`src/core/rio_pkg.sv`:
```
package rio_pkg;

  localparam int unsigned RIO_NPINS          = 4;   // general-purpose pins
  localparam int unsigned RIO_NHIGH          = 2;   // pins 0 and 1 are the high-drive pins
  localparam int unsigned RIO_NWAKE          = 2;   // pins able to raise wake interrupts
  localparam int unsigned RIO_CLK_MHZ        = 125;
  localparam int unsigned RIO_EXT_RST_MIN_NS = 250; // least reset pin low width
  localparam int unsigned RIO_EXT_RST_CYC    = (RIO_EXT_RST_MIN_NS * RIO_CLK_MHZ + 999) / 1000;
  localparam int unsigned RIO_RST_STRETCH    = 16;  // cycles reset stays asserted after all sources clear

  // register map
  localparam logic [3:0] RIO_REG_DIR     = 4'h0;  // 1 = output
  localparam logic [3:0] RIO_REG_OUT     = 4'h1;  // output levels
  localparam logic [3:0] RIO_REG_PULL    = 4'h2;  // two bits a pin: pull select
  localparam logic [3:0] RIO_REG_FUNC    = 4'h3;  // 1 = peripheral function
  localparam logic [3:0] RIO_REG_IN      = 4'h4;  // pin levels, read only
  localparam logic [3:0] RIO_REG_WAKE    = 4'h5;  // [1:0] enable, [3:2] rising edge select
  localparam logic [3:0] RIO_REG_WSTAT   = 4'h6;  // wake flags, write one to clear
  localparam logic [3:0] RIO_REG_CTRL    = 4'h7;  // [0] reset command, [1] low supply drive select
  localparam logic [3:0] RIO_REG_RCAUSE  = 4'h8;  // last reset cause

  localparam int unsigned RIO_CTRL_RST_BIT = 0;
  localparam int unsigned RIO_CTRL_LSD_BIT = 1;

  typedef enum logic [1:0] {
    RIO_PULL_UP   = 2'h0,
    RIO_PULL_DOWN = 2'h1,
    RIO_PULL_NONE = 2'h2
  } rio_pull_t;

  // reset cause bits
  localparam int unsigned RIO_CAUSE_PIN = 0;
  localparam int unsigned RIO_CAUSE_POR = 1;
  localparam int unsigned RIO_CAUSE_BOD = 2;
  localparam int unsigned RIO_CAUSE_FW  = 3;

  typedef struct packed {
    logic [3:0] addr;
    logic [7:0] wdata;
    logic       wr;
    logic       rd;
  } rio_bus_t;

  typedef struct packed {
    logic [RIO_NPINS-1:0] out_val;
    logic [RIO_NPINS-1:0] out_en_n;
    logic [RIO_NPINS-1:0] pull_up;
    logic [RIO_NPINS-1:0] pull_down;
  } rio_pad_t;

endpackage

```
`src/core/rio_ctrl.sv`:
```
`timescale 1ns/1ps
module rio_ctrl
  import rio_pkg::*;
#(
  parameter int unsigned NPINS = RIO_NPINS
) (
  input  wire logic             clk,              // system clock
  input  wire logic             resetn,           // synchronous reset, active low
  input  wire logic             ext_reset_n,      // reset pin, async
  input  wire logic             por_ok,           // power-on detector: supply above threshold
  input  wire logic             supply_dip_ok,    // supply_dip_detector: core supply good
  input  wire rio_bus_t         bus,              // register bus request
  output logic [7:0]            rdata,            // read data, one cycle after rd
  input  wire logic             deep_sleep_mode_a,// deepest power mode a
  input  wire logic             deep_sleep_mode_b,// deepest power mode b
  input  wire logic             sleep_active,     // any sleep mode
  input  wire logic [NPINS-1:0] pin_in,           // pad input levels, async
  input  wire logic [NPINS-1:0] periph_out,       // peripheral output levels
  input  wire logic [NPINS-1:0] periph_oe,        // peripheral drive request, active high
  output rio_pad_t              pad,              // pad controls
  output logic [NPINS-1:0]      pin_sync,         // synchronised pin levels
  output logic                  wake_irq,         // wake interrupt level
  output logic                  low_supply_drive_select, // faster output drive for low io supply
  output logic                  sys_reset_n       // device reset, active low
);

  initial begin
    if (NPINS != RIO_NPINS) $error("rio_ctrl: NPINS must equal RIO_NPINS");
  end

  ////////////////////////////////////////////////////////////////////////
  // reset sources
  logic [2:0]       ext_sync_reg;
  logic [7:0]       ext_cnt_reg;
  logic [4:0]       stretch_reg;
  logic             ext_req;
  logic             fw_req_reg;
  logic             src_any;
  logic [3:0]       cause_reg;

  always_ff @(posedge clk) begin
    if (!resetn) ext_sync_reg <= 3'h7;
    else         ext_sync_reg <= {ext_sync_reg[1:0], ext_reset_n};
  end

  // pin low counts once two late stages agree, and only if low long enough
  always_ff @(posedge clk) begin
    if (!resetn) ext_cnt_reg <= 8'h00;
    else if (ext_sync_reg[2] | ext_sync_reg[1]) ext_cnt_reg <= 8'h00;
    else if (ext_cnt_reg != 8'(RIO_EXT_RST_CYC)) ext_cnt_reg <= ext_cnt_reg + 8'h01;
  end
  assign ext_req = (ext_cnt_reg == 8'(RIO_EXT_RST_CYC));

  assign src_any = ext_req | !por_ok | !supply_dip_ok | fw_req_reg;

  always_ff @(posedge clk) begin
    if (!resetn) stretch_reg <= 5'(RIO_RST_STRETCH);
    else if (src_any) stretch_reg <= 5'(RIO_RST_STRETCH);
    else if (stretch_reg != 5'h00) stretch_reg <= stretch_reg - 5'h01;
  end

  assign sys_reset_n = (stretch_reg == 5'h00) & !src_any;

  always_ff @(posedge clk) begin
    if (!resetn) cause_reg <= 4'h0;
    else if (src_any) begin
      cause_reg <= 4'h0;
      cause_reg[RIO_CAUSE_PIN] <= ext_req;
      cause_reg[RIO_CAUSE_POR] <= !por_ok;
      cause_reg[RIO_CAUSE_BOD] <= !supply_dip_ok;
      cause_reg[RIO_CAUSE_FW]  <= fw_req_reg;
    end
  end

  ////////////////////////////////////////////////////////////////////////
  // configuration registers
  logic             dev_rst;
  logic [NPINS-1:0] dir_reg;
  logic [NPINS-1:0] out_reg;
  logic [7:0]       pull_reg;
  logic [NPINS-1:0] func_reg;
  logic [3:0]       wake_cfg_reg;
  logic [1:0]       wstat_reg;
  logic             lsd_reg;
  logic             wr_dir, wr_out, wr_pull, wr_func, wr_wake, wr_wstat, wr_ctrl;

  assign dev_rst  = !resetn | !sys_reset_n;
  assign wr_dir   = bus.wr & (bus.addr == RIO_REG_DIR);
  assign wr_out   = bus.wr & (bus.addr == RIO_REG_OUT);
  assign wr_pull  = bus.wr & (bus.addr == RIO_REG_PULL);
  assign wr_func  = bus.wr & (bus.addr == RIO_REG_FUNC);
  assign wr_wake  = bus.wr & (bus.addr == RIO_REG_WAKE);
  assign wr_wstat = bus.wr & (bus.addr == RIO_REG_WSTAT);
  assign wr_ctrl  = bus.wr & (bus.addr == RIO_REG_CTRL);

  always_ff @(posedge clk) begin
    if (dev_rst) begin
      dir_reg  <= '0;
      pull_reg <= 8'h00;  // all pull-up
      func_reg <= '0;
      out_reg  <= '0;
    end else begin
      if (wr_dir)  dir_reg  <= bus.wdata[NPINS-1:0];
      if (wr_out)  out_reg  <= bus.wdata[NPINS-1:0];
      if (wr_pull) pull_reg <= bus.wdata;
      if (wr_func) func_reg <= bus.wdata[NPINS-1:0];
    end
  end

  always_ff @(posedge clk) begin
    if (dev_rst) begin
      wake_cfg_reg <= 4'h0;
      lsd_reg      <= 1'b0;
    end else begin
      if (wr_wake) wake_cfg_reg <= bus.wdata[3:0];
      if (wr_ctrl) lsd_reg      <= bus.wdata[RIO_CTRL_LSD_BIT];
    end
  end
  assign low_supply_drive_select = lsd_reg;

  // firmware reset request: held until the stretched reset clears it
  always_ff @(posedge clk) begin
    if (!resetn | (stretch_reg != 5'h00)) fw_req_reg <= 1'b0;
    else if (wr_ctrl & bus.wdata[RIO_CTRL_RST_BIT]) fw_req_reg <= 1'b1;
  end

  ////////////////////////////////////////////////////////////////////////
  // pin input sync and wake interrupts
  logic [NPINS-1:0] s1_reg, s2_reg, s3_reg, lvl_reg;
  logic [1:0]       wake_ev;

  always_ff @(posedge clk) begin
    if (!resetn) begin
      s1_reg <= '1;
      s2_reg <= '1;
      s3_reg <= '1;
    end else begin
      s1_reg <= pin_in;
      s2_reg <= s1_reg;
      s3_reg <= s2_reg;
    end
  end

  // level changes once stages two and three agree
  always_ff @(posedge clk) begin
    if (!resetn) lvl_reg <= '1;
    else         lvl_reg <= (s2_reg & s3_reg) | (lvl_reg & (s2_reg | s3_reg));
  end
  assign pin_sync = lvl_reg;

  // edges on pins 0 and 1; bit 2+i selects rising, else falling
  always_comb begin
    for (int i = 0; i < RIO_NWAKE; i++) begin
      wake_ev[i] = wake_cfg_reg[i] &
                   (wake_cfg_reg[i+2] ? (!lvl_reg[i] & s2_reg[i] & s3_reg[i])
                                      : (lvl_reg[i] & !s2_reg[i] & !s3_reg[i]));
    end
  end

  // set wins over write-one-to-clear
  always_ff @(posedge clk) begin
    if (dev_rst) wstat_reg <= 2'h0;
    else         wstat_reg <= (wstat_reg & ~({2{wr_wstat}} & bus.wdata[1:0])) | wake_ev;
  end
  assign wake_irq = |wstat_reg;

  ////////////////////////////////////////////////////////////////////////
  // pad drive with retention in deep modes
  logic             retain;
  logic [NPINS-1:0] eff_oe, eff_val;
  logic [NPINS-1:0] hold_oe_reg, hold_val_reg;

  assign retain  = deep_sleep_mode_a | deep_sleep_mode_b;
  assign eff_oe  = (func_reg & periph_oe)  | (~func_reg & dir_reg);
  assign eff_val = (func_reg & periph_out) | (~func_reg & out_reg);

  always_ff @(posedge clk) begin
    if (dev_rst) begin
      hold_oe_reg  <= '0;
      hold_val_reg <= '0;
    end else if (!retain) begin
      hold_oe_reg  <= eff_oe;
      hold_val_reg <= eff_val;
    end
  end

  function automatic logic pull_is(input logic [7:0] p, input int n, input rio_pull_t k);
    return p[2*n +: 2] == k;
  endfunction

  always_ff @(posedge clk) begin
    if (dev_rst) begin
      pad.out_val   <= '0;
      pad.out_en_n  <= '1;
      pad.pull_up   <= {{(NPINS-RIO_NHIGH){1'b1}}, {RIO_NHIGH{1'b0}}};
      pad.pull_down <= '0;
    end else begin
      for (int i = 0; i < NPINS; i++) begin
        logic oe;
        oe = retain ? hold_oe_reg[i] : eff_oe[i];
        pad.out_val[i]   <= retain ? hold_val_reg[i] : eff_val[i];
        pad.out_en_n[i]  <= !oe;
        pad.pull_up[i]   <= !oe & (i >= RIO_NHIGH) & pull_is(pull_reg, i, RIO_PULL_UP);
        pad.pull_down[i] <= !oe & (i >= RIO_NHIGH) & pull_is(pull_reg, i, RIO_PULL_DOWN);
      end
    end
  end

  ////////////////////////////////////////////////////////////////////////
  // read back
  always_ff @(posedge clk) begin
    if (!resetn) rdata <= 8'h00;
    else if (bus.rd) begin
      case (bus.addr)
        RIO_REG_DIR:    rdata <= 8'(dir_reg);
        RIO_REG_OUT:    rdata <= 8'(out_reg);
        RIO_REG_PULL:   rdata <= pull_reg;
        RIO_REG_FUNC:   rdata <= 8'(func_reg);
        RIO_REG_IN:     rdata <= 8'(lvl_reg);
        RIO_REG_WAKE:   rdata <= {4'h0, wake_cfg_reg};
        RIO_REG_WSTAT:  rdata <= {6'h00, wstat_reg};
        RIO_REG_CTRL:   rdata <= {6'h00, lsd_reg, 1'b0};
        RIO_REG_RCAUSE: rdata <= {4'h0, cause_reg};
        default:        rdata <= 8'h00;
      endcase
    end else rdata <= 8'h00;
  end
endmodule

```
`config.mk`:
```
export PLATFORM = sky130hd
export DESIGN_NAME = rio_ctrl
export DESIGN_NICKNAME = d
export VERILOG_FILES = /design/src/core/rio_pkg.sv /design/src/core/rio_ctrl.sv
export SDC_FILE = /design/constraint.sdc
export NUM_CORES = 1
export LEC_CHECK = 0
export CAP_MARGIN = 20
export CORE_ASPECT_RATIO = 0.75
export CORE_MARGIN = 8
export CORE_UTILIZATION = 46
export CTS_BUF_LIST = sky130_fd_sc_hd__clkbuf_8
export CTS_CLUSTER_DIAMETER = 150
export DETAILED_ROUTE_END_ITERATION = 12
export DONT_BUFFER_PORTS = 1
export PLACE_DENSITY_LB_ADDON = 0.1
export RECOVER_POWER = 50
export SETUP_SLACK_MARGIN = 0.2
export SYNTH_ARGS = -nofsm -noshare
export SYNTH_HDL_FRONTEND = slang
export SYNTH_SLANG_ARGS = --single-unit
```
`constraint.sdc`:
```
create_clock -name clk -period 1.8 [get_ports clk]
set_clock_uncertainty 0.15 [all_clocks]
set_input_delay 0.18 -clock clk [delete_from_list [all_inputs] [get_ports clk]]
set_output_delay 0.18 -clock clk [all_outputs]
set_load 0.1 [all_outputs]
```
After elaboration in Yosys (flattened, before gate mapping)
Cells that the tools add are included.
{"block": "word_totals", "register_bits": 96, "input_bits": 34, "word_cells": 120}
{"block": "op_classes", "addsub": 2, "n_eq_ne": 12, "n_mux": 11, "bitwise": 46, "n_reduce_logical": 24}
{"operator": "$pmux 8 s9", "n": 1}
{"operator": "$and 4x4->4", "n": 6}
{"operator": "$and 1x1->1", "n": 23}
{"operator": "$eq 4x3->1 const B", "n": 4}
{"operator": "$or 4x4->4", "n": 4}
{"operator": "$logic_not 1->1", "n": 15}
{"operator": "$mux 1", "n": 10}
{"operator": "$add 8x1->8 const B", "n": 1}
{"operator": "$eq 4x2->1 const B", "n": 2}
{"operator": "$eq 8x6->1 const B", "n": 1}
{"operator": "$ne 8x6->1 const B", "n": 1}
{"operator": "$or 1x1->1", "n": 7}
{"operator": "$reduce_or 2->1", "n": 3}
{"operator": "$logic_not 5->1", "n": 1}
{"operator": "$reduce_bool 5->1", "n": 1}
{"operator": "$sub 5x1->5 const B", "n": 1}
{"operator": "$and 2x2->2", "n": 2}
{"operator": "$eq 2x1->1 const B", "n": 2}
{"operator": "$eq 4x1->1 const B", "n": 1}
{"operator": "$eq 4x4->1 const B", "n": 1}
{"operator": "$logic_not 2->1", "n": 2}
{"operator": "$logic_not 4->1", "n": 1}
{"operator": "$not 4->4", "n": 1}
{"operator": "$not 2->2", "n": 1}
{"operator": "other kinds (3)", "n": 3}

Depth between registers and ports, before layout
{"block": "depth", "word_depth": 8, "ltp_mapped": 7, "mapped_depth_nobuf": 6}

Worst setup path after synthesis
No wires, ideal clock.
{"block": "synth_timing", "path_type": "register to output", "startpoint": "register ext_cnt_reg[0]", "endpoint": "output sys_reset_n", "arrival_time_ps": 1872, "required_ps": 1470, "path_slack_ps": -402, "stages_incl_launch_ff": 6, "path_buffers": 0, "cell_sequence": "dfxtp_1 -> inv_1 -> ha_1 -> and4bb_2 -> nand2_1 -> and3_1"}
{"block": "synth_via", "elab_chain_cells": 6}
{"element": "start: declaration", "line_no": "rio_ctrl.sv:34", "rtl": "logic [7:0] ext_cnt_reg;"}
{"element": "start signal: assignment", "line_no": "rio_ctrl.sv:50", "rtl": "else if (ext_cnt_reg != 8'(RIO_EXT_RST_CYC)) ext_cnt_reg <= ext_cnt_reg + 8'h01;"}
{"element": "$eq 8x6->1", "line_no": "rio_ctrl.sv:52", "rtl": "assign ext_req = (ext_cnt_reg == 8'(RIO_EXT_RST_CYC));"}
{"element": "$or 1x1->1 (3 in series)", "line_no": "rio_ctrl.sv:54", "rtl": "assign src_any = ext_req | !por_ok | !supply_dip_ok | fw_req_reg;"}
{"element": "$logic_not 1->1", "line_no": "rio_ctrl.sv:62", "rtl": "assign sys_reset_n = (stretch_reg == 5'h00) & !src_any;"}
{"element": "$and 1x1->1", "line_no": "rio_ctrl.sv:62"}
{"element": "end: declaration", "line_no": "rio_ctrl.sv:24", "rtl": "output logic sys_reset_n"}
Every way passes these cells.

Worst setup path after layout
{"block": "layout_timing", "startpoint": "input supply_dip_ok", "endpoint": "output sys_reset_n"}
{"block": "layout_via", "elab_chain_cells": 5}
{"element": "start: declaration", "line_no": "rio_ctrl.sv:11", "rtl": "input wire logic supply_dip_ok,"}
{"element": "$logic_not 1->1", "line_no": "rio_ctrl.sv:54"}
{"element": "$or 1x1->1 (2 in series)", "line_no": "rio_ctrl.sv:54"}
{"element": "$logic_not 1->1", "line_no": "rio_ctrl.sv:62"}
{"element": "$and 1x1->1", "line_no": "rio_ctrl.sv:62"}
Every way passes these cells.

==> flow_summary.ini <==
[cells_and_area]
diodes = 0
final_layout_size_suffix_gt1_share_pct = 33.2
largest_reg_flops = 12
top_register = pad
multi_input_area_um2 = 2010
nFillCells = 651
regArea_um2 = 1850
final_util_pct = 64.2
nets = 502
final_cell_area_um2 = 4990
area_growth_pct = 36.9

[hold_path]
min_delay_path_depth = 3
min_path_type = in -> reg
holdCritStartpoint = bus[13]
hold_end = rdata[2]

[cts]
clk_latency_ps = 360
cts-htree-levels = 3
cts.sinks = 92
cts_tree = done
cts-root-buf = clkbuf_8
cts_made_buffers = 9
clk_path_buf_depth = 2
clk_pin_slew_worst_paths_ps = 90

[routing]
firstDrtPassIters = 4
antenna_left = 0
drc = 0
vias_per_cell = 5.32
wire_per_inst_um = 17.5
wl_mm = 10.1
vias = 3057
drt_iter0_markers = 192

[timing]
max_freq_mhz = 521
setup_viol = 6
fin_crit_ps = 1920
final_max_slew_viol_count = 0
rsz0062_at_grt = yes
tns_ps = -242
tightestPinTransition_ps = 582
setup_ws_ps = -120
layout_worst_path_cycle_share_pct = 107
relSlewSlack_pct = 61.2
hold_viol_final = 0

[synthesis]
synth_fa_ha_area_share_pct = 1.03
yosysWarnings = 0
syn-instance-count = 391
ys_seq_area_share_pct = 50.5
yosys.cell_count.top_type = dfxtp_1
synth_ff_type = dfxtp_1
yosysTopAreaCellShare_pct = 50.5
yosysTopAreaCell = dfxtp_1
synth-seq-cells = 92
async_reset_ff_share_pct = 0
synth-compound-area-share_pct = 10.6
syn-cell-area_um2 = 3640
synth_common_cells = dfxtp_1 (92), nor2_1 (39), nand2_1 (36)
synth_top_family_by_area = simple AND/OR/NAND/NOR gates
synth_simple_gate_area_share_pct = 23.9
synth_xor_area_share_pct = 2.40
avgSynthCellArea_um2 = 9.32
synth_edf_count = 0
synthMuxAreaShare_pct = 7.00
synth_area_leaders = dfxtp_1 (51%), mux2i_1 (5.8%), a21oi_1 (4.3%), nor2_1 (4.0%), nand3_1 (3.8%)
ys_types = 49

[setup_path]
cp-end-kind = output port
max_stage_delay_ps = 590
cp_num_buf_inv = 1
r2r-start = ext_cnt_reg[1]
critPathRequiredTime_ps = 1470
cp_slowest_cell = dlygate4sd3_1
worstSetupPathType = in -> out
crit_path_cell_trace = dlygate4sd3_1 -> nand2_1 -> nor2_2 -> and3_4
worstPathMaxFanout = 5
r2r_slack_ps = -60
cp_top_family = simple AND/OR/NAND/NOR gates
r2r_end = pad[2]
cp.arrival_ps = 1590
ff2ff_path_depth = 10
critical_path.startpoint_type = input port
cp_num_cells = 4

[grt]
grt_use_total_pct = 17.3
grt_first_pass_wirelength_mm = 15.2
antenna_found_initial = 0
grt_max_degree = 20
grt_pass1_vias = 2923
grt_overflow_total = 0

[floorplanning]
row_count = 28
io_pins = 65
fp.dieW_um = 119
dieArea_um2 = 11100
core_area_um2 = 7780
initial_utilization_pct = 46.9
die_h_um = 93.1

[placed_design]
place_ws_ps = 75.3
gp_congestion = 0.847
portBuffers = 0
placed_area_um2 = 4010
dp_hpwl_mm = 5.99

[pwr]
p_per_area_nw_per_um2 = 759
ir_drop_uv = 479
leakage_uw = 0.00173

[status]
status = complete, but fails checks
violations = setup timing

[run]
drv_cap = 0
power by group:
group          total [µW]  switching [µW]  internal [µW]
combinational         309             187            122
sequential           2070            15.5           2060
clock                1400             758            646
cell families after synthesis:
kind of cell             after synthesis
flip-flops                            92
buffers and inverters                 32
multiplexers                          24
AND/OR/NAND/NOR                      164
adder cells (fa/ha/maj)                3
other                                  1
XOR/XNOR                              10
AO/OA/AOI/OAI                         65
per-layer routing:
metal	GRT usage, %	part of all wire (%)
met1	22.8	46
met2	25.4	45
met3	5.96	7.3
met4	6.61	1.7
met5	2.68	0.37
repair_timing:
action                     in CTS  in global routing
setup endpoints to repair      26                 75
hold buffers                   27                  2
gates resized for setup        35                 63
hold endpoints to repair       79                  3
gates cloned                    1                  2
pin swaps                       4                 24
setup buffers                  14                  1
area by class of cell:
cell class                 instances  share of cell area [%]
clock buffer                       9                    2.48
clock inverter                     7                    1.50
inverter                           9                   0.677
multi-input combinational        270                    40.2
sequential                        92                    37.1
tap                              105                    2.63
timing repair buffer              83                    15.4
per-stage QoR:
step                      hold slack (ps)  std cells  total power, µW
final                                12.2        575             3790
after global routing                 13.5        575             3920
after CTS                            -248        570             3790
after detailed placement              110        512             2320
after global placement                107        512             2310
after floorplan                       131        394             2310
placed cells by master (no fill, tap or decap), types with 10 or more instances in the layout:
cell / synthesis / layout
a21oi_1: 31 / 10
a21oi_2: 0 / 21
buf_4: 6 / 12
buf_6: 1 / 10
clkbuf_2: 1 / 26
dfxtp_1: 92 / 86
dlygate4sd3_1: 0 / 26
mux2i_1: 21 / 21
nand2_1: 36 / 32
nand2b_1: 19 / 18
nand3_1: 28 / 27
nor2_1: 39 / 23
o21ai_0: 14 / 13
worst min-delay path, cell delays in order:
cell and delay (ps):
a32oi_1 90, a2bb2oi_1 130, nor2_1 90
worst max path at each step:
stage	from	to	slack, ps
floorplan	stretch_reg[1]	sys_reset_n	110
global placement	ext_cnt_reg[0]	pad[2]	130
detailed placement	ext_cnt_reg[0]	pad[2]	80
CTS	ext_cnt_reg[0]	sys_reset_n	-130
global route	stretch_reg[0]	sys_reset_n	-160
finish	supply_dip_ok	sys_reset_n	-120
Power figures use the tool's default switching activity.
